### config.mk
export PLATFORM = sky130hd
export DESIGN_NAME = ccl_comparator_control
export DESIGN_NICKNAME = d
export VERILOG_FILES = /design/src/ccl_pkg.sv /design/src/ccl_comparator_control.sv
export VERILOG_INCLUDE_DIRS = /design/src
export SDC_FILE = /design/constraint.sdc
export NUM_CORES = 1
export LEC_CHECK = 0
export CAP_MARGIN = 25
export CORE_AREA = 10 10 81 83
export DETAILED_ROUTE_END_ITERATION = 10
export DIE_AREA = 0 0 91 93
export DONT_BUFFER_PORTS = 1
export PLACE_DENSITY = 0.49
export SLEW_MARGIN = 20
export SYNTH_ARGS = -nofsm -noshare
export SYNTH_HDL_FRONTEND = slang
export SYNTH_SLANG_ARGS = --single-unit
### constraint.sdc
create_clock -name ref_clk -period 2.1 [get_ports ref_clk]
set_input_delay 0.42 -clock ref_clk [delete_from_list [all_inputs] [get_ports ref_clk]]
set_output_delay 0.42 -clock ref_clk [all_outputs]
set_load 0.1 [all_outputs]
### src/ccl_map.svh
// Register map, field positions and reset values of the comparator control logic
//
// Overview of operation
// Result bit high while selected positive input exceeds selected negative input.
// Mux enabled and converter off: channel field picks channel 0..7 as negative input.
// Mux disabled or converter on: dedicated negative pin is used.
// Reference select set feeds bandgap to positive input, else positive pin.
// Raw comparator output is synchronised; readable result lags one to two cycles.
// Event flag set when an output transition matches the edge mode.
// Event flag clears automatically when the interrupt vector is executed.
// Writing one clears the event flag; writing zero leaves it.
// Interrupt request only while flag, enable and global enable all set; the irq output needs only flag and irq_mask.
// Edge mode: 0 toggle, 1 reserved, 2 falling, 3 rising.
// Capture route bit connects result to timer capture front end, else none.
// Timer capture interrupt also needs the capture interrupt enable in timer mask.
// Power-off bit removes comparator power; may be set at any time.
// Software disables comparator interrupt before changing power-off bit.
// Software disables comparator interrupt before changing edge mode.
// Converter counts as on exactly when its enable bit is set.
// Events compare synchronised output with previous cycle; reserved mode gives none.
// After reset all control bits are zero.
`ifndef CCL_MAP_SVH
`define CCL_MAP_SVH
`define CCL_SFIO_OFFSET 12'h000
`define CCL_CSR_OFFSET 12'h004
`define CCL_IRQ_STATUS_OFFSET 12'h008
`define CCL_IRQ_MASK_OFFSET 12'h00c
`define CCL_SFIO_RESET 8'h00
`define CCL_CSR_RESET 8'h00
`define CCL_SFIO_MUXEN_BIT 3
`define CCL_CSR_POWER_OFF_BIT 7
`define CCL_CSR_BANDGAP_BIT 6
`define CCL_CSR_RESULT_BIT 5
`define CCL_CSR_FLAG_BIT 4
`define CCL_CSR_IRQ_EN_BIT 3
`define CCL_CSR_CAPTURE_BIT 2
`define CCL_EDGE_TOGGLE 2'h0
`define CCL_EDGE_RESERVED 2'h1
`define CCL_EDGE_FALLING 2'h2
`define CCL_EDGE_RISING 2'h3
`endif

### src/ccl_pkg.sv
// Types of the comparator control logic
package ccl_pkg;
  typedef enum logic [3:0] {
    CCL_MODE_TOGGLE = 4'h1,
    CCL_MODE_RESERVED = 4'h2,
    CCL_MODE_FALLING = 4'h4,
    CCL_MODE_RISING = 4'h8
  } ccl_mode_t;
  typedef struct packed {
    logic power_off;
    logic bandgap_select;
    logic irq_enable;
    logic capture_route;
    logic [1:0] edge_mode;
  } ccl_ctrl_t;
  typedef struct packed {
    logic use_bandgap;
    logic use_channel;
    logic [2:0] channel;
  } ccl_sel_t;
endpackage

### src/ccl_comparator_control.sv
// Comparator control logic: input selection, synchroniser, edge events, APB registers
//
// The register addresses and register access over APB were chosen for this implementation.
`timescale 1ns/100ps
`default_nettype none
`include "ccl_map.svh"
module ccl_comparator_control
(
  input wire logic ref_clk,
  input wire logic reset_n,
  input wire logic psel,
  input wire logic penable,
  input wire logic pwrite,
  input wire logic [11:0] paddr,
  input wire logic [31:0] pwdata,
  input wire logic [3:0] pstrb,
  output logic [31:0] prdata,
  output logic pready,
  output logic pslverr,
  input wire logic comparator_raw,
  input wire logic converter_on,
  input wire logic [2:0] channel_select_field,
  input wire logic global_irq_enable,
  input wire logic vector_ack,
  output logic use_bandgap,
  output logic use_channel,
  output logic [2:0] channel_sel,
  output logic comparator_power_off,
  output logic capture_out,
  output logic comparator_irq,
  output logic irq
);
  logic negative_mux_enable;
  ccl_pkg::ccl_ctrl_t ctrl;
  logic comparator_event_flag;
  logic sync_1;
  logic sync_2;
  logic result_d;
  logic irq_mask;
  ccl_pkg::ccl_mode_t mode;
  ccl_pkg::ccl_sel_t next_sel;

  // APB decode; zero wait states
  wire access_w = psel && penable && pwrite && pstrb[0];
  wire hit_sfio = paddr == `CCL_SFIO_OFFSET;
  wire hit_csr = paddr == `CCL_CSR_OFFSET;
  wire hit_stat = paddr == `CCL_IRQ_STATUS_OFFSET;
  wire hit_mask = paddr == `CCL_IRQ_MASK_OFFSET;
  wire mapped = hit_sfio || hit_csr || hit_stat || hit_mask;
  wire wr_sfio = access_w && hit_sfio;
  wire wr_csr = access_w && hit_csr;
  wire wr_stat = access_w && hit_stat;
  wire wr_mask = access_w && hit_mask;

  // Converter counts as on only from its enable bit
  wire converter_active = converter_on;
  wire channel_path = negative_mux_enable && !converter_active; // see R02

  always_comb
  begin
    next_sel.use_bandgap = ctrl.bandgap_select;
    next_sel.use_channel = channel_path; // see R02
    next_sel.channel = channel_path ? channel_select_field : 3'h0;
  end

  // Edge mode decode to one-hot
  always_comb
  begin
    unique case (ctrl.edge_mode)
      `CCL_EDGE_TOGGLE: mode = ccl_pkg::CCL_MODE_TOGGLE;
      `CCL_EDGE_RESERVED: mode = ccl_pkg::CCL_MODE_RESERVED;
      `CCL_EDGE_FALLING: mode = ccl_pkg::CCL_MODE_FALLING;
      `CCL_EDGE_RISING: mode = ccl_pkg::CCL_MODE_RISING;
    endcase
  end

  wire rise = sync_2 && !result_d;
  wire fall = !sync_2 && result_d;
  wire event_hit = (mode == ccl_pkg::CCL_MODE_TOGGLE && (rise || fall))
    || (mode == ccl_pkg::CCL_MODE_FALLING && fall)
    || (mode == ccl_pkg::CCL_MODE_RISING && rise); // see R06
  wire flag_clear = (wr_csr && pwdata[`CCL_CSR_FLAG_BIT]) || (wr_stat && pwdata[0]) || vector_ack; // see R07
  // Set beats clear so a coincident event is never lost
  wire next_flag = event_hit || (comparator_event_flag && !flag_clear); // see R06
  wire next_irq = next_flag && ctrl.irq_enable && global_irq_enable;

  wire [7:0] sfio_rd = {4'h0, negative_mux_enable, 3'h0};
  wire [7:0] csr_rd = {ctrl.power_off, ctrl.bandgap_select, sync_2, comparator_event_flag,
    ctrl.irq_enable, ctrl.capture_route, ctrl.edge_mode};
  wire [31:0] next_rdata = hit_sfio ? {24'h000000, sfio_rd}
    : hit_csr ? {24'h000000, csr_rd}
    : hit_stat ? {31'h00000000, comparator_event_flag}
    : hit_mask ? {31'h00000000, irq_mask} : 32'h00000000;

  // Synchroniser: first stage feeds only the second
  always_ff @(posedge ref_clk or negedge reset_n)
  begin
    if (!reset_n)
    begin
      sync_1 <= 1'b0;
      sync_2 <= 1'b0;
      result_d <= 1'b0;
    end
    else
    begin
      sync_1 <= comparator_raw; // see R01
      sync_2 <= sync_1;
      result_d <= sync_2;
    end
  end

  always_ff @(posedge ref_clk or negedge reset_n)
  begin
    if (!reset_n)
    begin
      negative_mux_enable <= 1'b0;
      ctrl <= '0;
      irq_mask <= 1'b0;
    end
    else
    begin
      if (wr_sfio)
        negative_mux_enable <= pwdata[`CCL_SFIO_MUXEN_BIT];
      if (wr_csr)
        ctrl <= {pwdata[`CCL_CSR_POWER_OFF_BIT], pwdata[`CCL_CSR_BANDGAP_BIT], pwdata[`CCL_CSR_IRQ_EN_BIT],
          pwdata[`CCL_CSR_CAPTURE_BIT], pwdata[1:0]};
      if (wr_mask)
        irq_mask <= pwdata[0];
    end
  end

  always_ff @(posedge ref_clk or negedge reset_n)
  begin
    if (!reset_n)
    begin
      comparator_event_flag <= 1'b0;
      comparator_irq <= 1'b0;
      irq <= 1'b0;
      use_bandgap <= 1'b0;
      use_channel <= 1'b0;
      channel_sel <= 3'h0;
      comparator_power_off <= 1'b0;
      capture_out <= 1'b0;
    end
    else
    begin
      comparator_event_flag <= next_flag;
      comparator_irq <= next_irq;
      irq <= next_flag && irq_mask;
      use_bandgap <= next_sel.use_bandgap;
      use_channel <= next_sel.use_channel;
      channel_sel <= next_sel.channel;
      comparator_power_off <= ctrl.power_off;
      // Timer owns filtering and edge select; we only gate the path
      capture_out <= ctrl.capture_route && sync_2;
    end
  end

  always_ff @(posedge ref_clk or negedge reset_n)
  begin
    if (!reset_n)
    begin
      prdata <= 32'h00000000;
      pready <= 1'b0;
      pslverr <= 1'b0;
    end
    else
    begin
      pready <= psel && !penable;
      pslverr <= psel && !penable && !mapped;
      prdata <= next_rdata;
    end
  end

  // Event flag behaviour
  flag_set_a: assert property (@(posedge ref_clk) disable iff (!reset_n)
    event_hit |=> comparator_event_flag)
    else $error("event did not set flag");

  flag_clear_a: assert property (@(posedge ref_clk) disable iff (!reset_n)
    comparator_event_flag && flag_clear && !event_hit |=> !comparator_event_flag)
    else $error("flag not cleared");

  vector_clear_a: assert property (@(posedge ref_clk) disable iff (!reset_n)
    vector_ack && !event_hit |=> !comparator_event_flag)
    else $error("vector did not clear flag");

  vector_set_a: assert property (@(posedge ref_clk) disable iff (!reset_n)
    vector_ack && event_hit |=> comparator_event_flag)
    else $error("coincident event lost to vector");

  flag_hold_a: assert property (@(posedge ref_clk) disable iff (!reset_n)
    comparator_event_flag && !flag_clear |=> comparator_event_flag)
    else $error("flag dropped without clear");

  zero_write_a: assert property (@(posedge ref_clk) disable iff (!reset_n)
    comparator_event_flag && wr_csr && !pwdata[`CCL_CSR_FLAG_BIT] && !vector_ack |=> comparator_event_flag)
    else $error("zero write cleared flag");

  status_w1c_a: assert property (@(posedge ref_clk) disable iff (!reset_n)
    wr_stat && pwdata[0] && !event_hit |=> !comparator_event_flag)
    else $error("status write did not clear flag");

  no_spurious_a: assert property (@(posedge ref_clk) disable iff (!reset_n)
    !comparator_event_flag && !event_hit |=> !comparator_event_flag)
    else $error("flag set without event");

  // Interrupt outputs
  irq_gate_a: assert property (@(posedge ref_clk) disable iff (!reset_n)
    comparator_irq |-> comparator_event_flag && $past(ctrl.irq_enable) && $past(global_irq_enable))
    else $error("irq without enables");

  irq_follow_a: assert property (@(posedge ref_clk) disable iff (!reset_n)
    $past(reset_n) |-> comparator_irq == (comparator_event_flag && $past(ctrl.irq_enable) && $past(global_irq_enable)))
    else $error("irq does not follow flag");

  mask_irq_a: assert property (@(posedge ref_clk) disable iff (!reset_n)
    $past(reset_n) |-> irq == (comparator_event_flag && $past(irq_mask)))
    else $error("masked irq wrong");

  mask_write_a: assert property (@(posedge ref_clk) disable iff (!reset_n)
    wr_mask && pwdata[0] |=> irq_mask)
    else $error("mask write lost");

  // Synchroniser and edge detection
  first_stage_a: assert property (@(posedge ref_clk) disable iff (!reset_n)
    $past(reset_n) |-> sync_1 == $past(comparator_raw))
    else $error("first stage wrong");

  result_track_a: assert property (@(posedge ref_clk) disable iff (!reset_n)
    $past(reset_n) |-> sync_2 == $past(sync_1))
    else $error("second stage wrong");

  sync_lag_a: assert property (@(posedge ref_clk) disable iff (!reset_n)
    $rose(comparator_raw) ##1 comparator_raw |=> sync_2)
    else $error("result lag wrong");

  delay_tap_a: assert property (@(posedge ref_clk) disable iff (!reset_n)
    $past(reset_n) |-> result_d == $past(sync_2))
    else $error("previous result wrong");

  rise_detect_a: assert property (@(posedge ref_clk) disable iff (!reset_n)
    $past(reset_n) && $rose(sync_2) |-> rise)
    else $error("rise not detected");

  fall_detect_a: assert property (@(posedge ref_clk) disable iff (!reset_n)
    $past(reset_n) && $fell(sync_2) |-> fall)
    else $error("fall not detected");

  toggle_mode_a: assert property (@(posedge ref_clk) disable iff (!reset_n)
    ctrl.edge_mode == `CCL_EDGE_TOGGLE && (rise || fall) |=> comparator_event_flag)
    else $error("toggle missed");

  falling_set_a: assert property (@(posedge ref_clk) disable iff (!reset_n)
    ctrl.edge_mode == `CCL_EDGE_FALLING && fall |=> comparator_event_flag)
    else $error("falling edge missed");

  rising_set_a: assert property (@(posedge ref_clk) disable iff (!reset_n)
    ctrl.edge_mode == `CCL_EDGE_RISING && rise |=> comparator_event_flag)
    else $error("rising edge missed");

  falling_only_a: assert property (@(posedge ref_clk) disable iff (!reset_n)
    ctrl.edge_mode == `CCL_EDGE_FALLING && rise |-> !event_hit)
    else $error("rising edge in falling mode");

  rising_only_a: assert property (@(posedge ref_clk) disable iff (!reset_n)
    ctrl.edge_mode == `CCL_EDGE_RISING && fall |-> !event_hit)
    else $error("falling edge in rising mode");

  reserved_quiet_a: assert property (@(posedge ref_clk) disable iff (!reset_n)
    ctrl.edge_mode == `CCL_EDGE_RESERVED |-> !event_hit)
    else $error("reserved mode decoded an event");

  reserved_mode_a: assert property (@(posedge ref_clk) disable iff (!reset_n)
    ctrl.edge_mode == `CCL_EDGE_RESERVED && !comparator_event_flag && !flag_clear |=> !comparator_event_flag)
    else $error("reserved mode made event");

  // Input selection and side outputs
  pin_select_a: assert property (@(posedge ref_clk) disable iff (!reset_n)
    converter_on |=> !use_channel)
    else $error("channel used while converter on");

  pin_channel_a: assert property (@(posedge ref_clk) disable iff (!reset_n)
    !negative_mux_enable |=> !use_channel && channel_sel == 3'h0)
    else $error("channel used while mux off");

  channel_pick_a: assert property (@(posedge ref_clk) disable iff (!reset_n)
    negative_mux_enable && !converter_on |=> use_channel && channel_sel == $past(channel_select_field))
    else $error("channel not selected");

  bandgap_sel_a: assert property (@(posedge ref_clk) disable iff (!reset_n)
    $past(reset_n) |-> use_bandgap == $past(ctrl.bandgap_select))
    else $error("positive input selection wrong");

  power_follow_a: assert property (@(posedge ref_clk) disable iff (!reset_n)
    $past(reset_n) |-> comparator_power_off == $past(ctrl.power_off))
    else $error("power off not applied");

  capture_gate_a: assert property (@(posedge ref_clk) disable iff (!reset_n)
    !ctrl.capture_route |=> !capture_out)
    else $error("capture path without route");

  capture_follow_a: assert property (@(posedge ref_clk) disable iff (!reset_n)
    ctrl.capture_route |=> capture_out == $past(sync_2))
    else $error("capture path does not follow result");

  // Register bus
  ready_pulse_a: assert property (@(posedge ref_clk) disable iff (!reset_n)
    psel && !penable |=> pready)
    else $error("no ready after setup");

  ready_once_a: assert property (@(posedge ref_clk) disable iff (!reset_n)
    pready |=> !pready)
    else $error("ready longer than one cycle");

  idle_ready_a: assert property (@(posedge ref_clk) disable iff (!reset_n)
    !psel |=> !pready)
    else $error("ready while idle");

  err_ready_a: assert property (@(posedge ref_clk) disable iff (!reset_n)
    pslverr |-> pready)
    else $error("error without ready");

  unmapped_read_a: assert property (@(posedge ref_clk) disable iff (!reset_n)
    psel && !penable && !mapped |=> prdata == 32'h00000000 && pslverr)
    else $error("unmapped access answered wrongly");

  upper_zero_a: assert property (@(posedge ref_clk) disable iff (!reset_n)
    pready |-> prdata[31:8] == 24'h000000)
    else $error("upper read bits not zero");

  result_read_a: assert property (@(posedge ref_clk) disable iff (!reset_n)
    psel && !penable && hit_csr |=> prdata[`CCL_CSR_RESULT_BIT] == $past(sync_2))
    else $error("result bit read wrong");

  sfio_read_a: assert property (@(posedge ref_clk) disable iff (!reset_n)
    psel && !penable && hit_sfio |=> prdata[`CCL_SFIO_MUXEN_BIT] == $past(negative_mux_enable))
    else $error("mux enable read wrong");

  // State right after reset
  ctrl_reset_a: assert property (@(posedge ref_clk) disable iff (!reset_n)
    !$past(reset_n) |-> ctrl == '0 && !negative_mux_enable)
    else $error("control bits not zero after reset");

  flag_reset_a: assert property (@(posedge ref_clk) disable iff (!reset_n)
    !$past(reset_n) |-> !comparator_event_flag && !comparator_irq && !irq)
    else $error("interrupt state not zero after reset");
endmodule
`default_nettype wire

==> summary.md <==
| Metric | Value |
|---|---|
| Status | complete, no violations |
| # clock sinks | 31 |
| Die width | around 91 um |
| VDD IR-drop max | between 0.0003 and 0.0004 V |
| Fin. Hold Viols | 0 |
| Total gr overflow | 0 |
| WP data required | about 2.3 ns |
| Clock buffer depth | 2 |
| Layout cells sized above 1 | between 20% and 30% |
| Fin crit share | between 70% and 80% |
| Sequential power share | between 40% and 50% |
| Netlist cell types | 31 |
| Crit Path Class | reg2reg |
| Switching pwr | 0.000428 W |
| Clock power frac | roughly 35% |
| DP HPWL | about 2.7 mm |
| CP max stage cell | dfrtp_1 |
| Worst-Skew Late Latency | approximately 0.27 ns |
| Combinational share of power | 19.1% |
| # nets final | slightly above 200 |
| Post-Synthesis Cell Area | 1440 um2 |
| Worst hold slack | about 0.17 ns |
| Cell row count | 26 |
| Cell-internal power | 0.000882 W |
| Post-layout minimum cycle time | 1.58 ns |
| Antenna violations before repair | 0 |
| Hold_sp | comparator_raw |
| R2R Path End | irq |
| Maxcap violations | 0 |
| Switching share of power | approximately a third |
| Post-synthesis sequential area ratio | 53.8% |
| Antenna-violating nets left | 0 |
| 1st-pass router iterations | 4 |
| Leak | between 0.8 and 0.9 nW |
| Yosys warns | 0 |
| Initial Util | 28.8% |
| Fill cells | between 500 and 600 |
| Most common cell after layout, fill and taps aside | dfrtp_1 |
| DIE AREA | 8460 um2 |
| Worst path max stage delay | roughly 0.4 ns |
| Cell family with most CP delay | simple AND/OR/NAND/NOR gates |
| Core area | between 5000 and 6000 um2 |
| Yosys top cell area share | 53.8% |
| HP Class | in2reg |
| Commonest cells after routing, fill and taps aside | dfrtp_1 (31), conb_1 (24), buf_4 (19) |
| Synth area leader | dfrtp_1 |
| Vias in the first global route | between 900 and 1000 |
| Max Slew Vio Count | 0 |
| Reg2Reg Depth | 6 |
| Clock Pin Slew Worst Setup and Hold Paths | about 0.06 ns |
| PD cells | approximately 780 nW/um2 |
| Setup TNS | 0 ns |
| Worst path bufs/invs | 1 |
| Worst Hold End | sync_1 |
| Clock root cell | clkbuf_8 |
| Non-Filler Instances | between 200 and 250 |
| Tot Pwr | roughly 0.0013 W |
| N_diodes | 0 |
| CP cell instances | inv_1 > ha_1 > or3_1 > o211ai_1 > o21ai_1 > nor3b_1 |
| Setup fix buffers added after clock tree synthesis | 0 |
| Critical Path AT | about 1.8 ns |
| Worst r2r src | sync_2 |
| PortBufs | 0 |
| DP Cell Count | ~200 |
| Vias per cell | 4.02 |
| Dpl ws | approximately 0.38 ns |
| Post-Route WL | roughly 3.2 mm |
| Chip height | slightly above 90 um |
| Clock tree from TritonCTS | built |
| R2R setup slack | between 0.5 and 0.6 ns |
| CTS Buf Count | 5 |
| Total track usage | slightly below 8% |
| Area growth from synthesis to layout | 17.3% |
| Crit Path Max Fanout | 5 |
| Max frequency | ~0.63 GHz |
| Routability cong. | around 0.73 |
| Post-Syn Area per Cell | ~13 um2 |
| Post-synthesis register bit count | 31 |
| Via Count | roughly 850 |
| Unrepaired setup endpoints after global routing | no |
| First-pass GRT wire length | between 5 and 6 mm |
| Final setup margin | 0.516 ns |
| # DRC | 0 |
| Final setup viols | 0 |
| DR WL/cell | between 15 and 20 um |
| Ports | about 100 |
| Clock skew | approximately 0.0038 ns |
| Synthesized instance count | about 120 |
| Top area cells in the synthesized netlist | dfrtp_1 (54%), buf_4 (13%), mux2_2 (5.5%) |
| Hold Path Stages | 0 |
| First DRT Iteration DRCs | 61 |
| Depth of the CTS H-tree | 2 |
| Largest net degree at the start of global routing | 32 |
| Crit end category | flip-flop |
| Startpoint types | flip-flop |
-- power by group through the flow --
stage / logic (W) / registers, W / clock network (W)
after CTS: 0.000250 / 0.000609 / 0.000471
final: 0.000250 / 0.000609 / 0.000452
after global routing: 0.000260 / 0.000609 / 0.000503
after floorplan: 0.000246 / 0.000633 / 0
after global placement: 0.000231 / 0.000619 / 0
after detailed placement: 0.000232 / 0.000620 / 0
-- per-layer routing --
metal / vias up / track usage [%] / part of all wire [%] / wire [um]
met5: - / 0 / 0 / 0
met2: 61 / 11.5 / 45 / 1430
met1: 394 / 9.12 / 44 / 1410
li1: 390 / - / - / -
met3: 4 / 4.16 / 9.8 / 315
met4: 0 / 3.13 / 1.6 / 50
-- kinds of logic after synthesis --
logic type	after synthesis	share of synthesized area, %
AND/OR/NAND/NOR	36	20.1
flip-flops	31	53.8
buffers and inverters	29	13.9
multiplexers	10	7.64
AO/OA/AOI/OAI	6	2.52
adder cells (fa/ha/maj)	2	1.74
other	1	0.260
-- cell usage after synthesis, drive strengths merged --
cell and number:
nor3 3, buf 25, mux2i 2, dfrtp 31, and4 1, nor4 2, a21oi 1, nand4 1
and4bb 1, o221ai 1, ha 2, nand2 4, mux2 8, or3 1, nand3 2, nand4b 1
nor3b 1, conb 1, nor4b 2, nor2 3, and2 11, inv 4, o21ai 3, nand3b 1
o211ai 1, nor2b 2
-- cell type report --
type / count / area, um2 / share of cell area, %
inverter: 4 / 15.0 / 0.888
sequential: 31 / 776 / 45.9
timing repair buffer: 21 / 173 / 10.2
multi-input combinational: 78 / 552 / 32.6
tap: 70 / 87.6 / 5.18
clock buffer: 6 / 82.6 / 4.89
clock inverter: 1 / 5.00 / 0.296
-- stage by stage --
step,cell area (um2),utilization [%]
after global placement,1570,31.4
after floorplan,1530,-
final,1690,33.7
after global routing,1690,33.7
after CTS,1690,33.7
after detailed placement,1570,31.4
-- how the worst max path moves through the flow --
| stage | to | slack, ns | cells after the start | startpoint |
|---|---|---|---|---|
| floorplan | negative_mux_enable | 0.51 | 4 | paddr[9] |
| global placement | comparator_irq | 0.38 | 4 | paddr[5] |
| detailed placement | comparator_irq | 0.38 | 4 | paddr[5] |
| CTS | irq | 0.50 | 6 | sync_2 |
| global route | comparator_irq | 0.32 | 6 | sync_2 |
| finish | irq | 0.52 | 6 | sync_2 |
-- what timing repair did --
item                                    CTS  global route
hold buffers                              2             0
hold endpoints to repair                 31             0
gates resized for setup                   0             0
endpoints found under the setup margin    0             0
-- worst register-to-register path: cells and delay by family, from the launching register on --
family / cells / cell delay (ns)
DFF: 1 / 0.40
AOI/OAI and AO/OA: 2 / 0.22
and+or+nand+nor: 2 / 0.55
buffers and inverters: 1 / 0.06
adders and majority gates: 1 / 0.28
-- sequential cells by signal, summed over array words and instances, names as in the netlist --
register / cells
irq_mask: 1
negative_mux_enable: 1
sync_1: 1
comparator_event_flag: 1
capture_out: 1
result_d: 1
channel_sel: 3
irq: 1
csr_rd: 6
pslverr: 1
use_channel: 1
prdata: 8
comparator_power_off: 1
comparator_irq: 1
sync_2: 1
pready: 1
use_bandgap: 1
No activity file was read; power rests on OpenSTA's default activity.
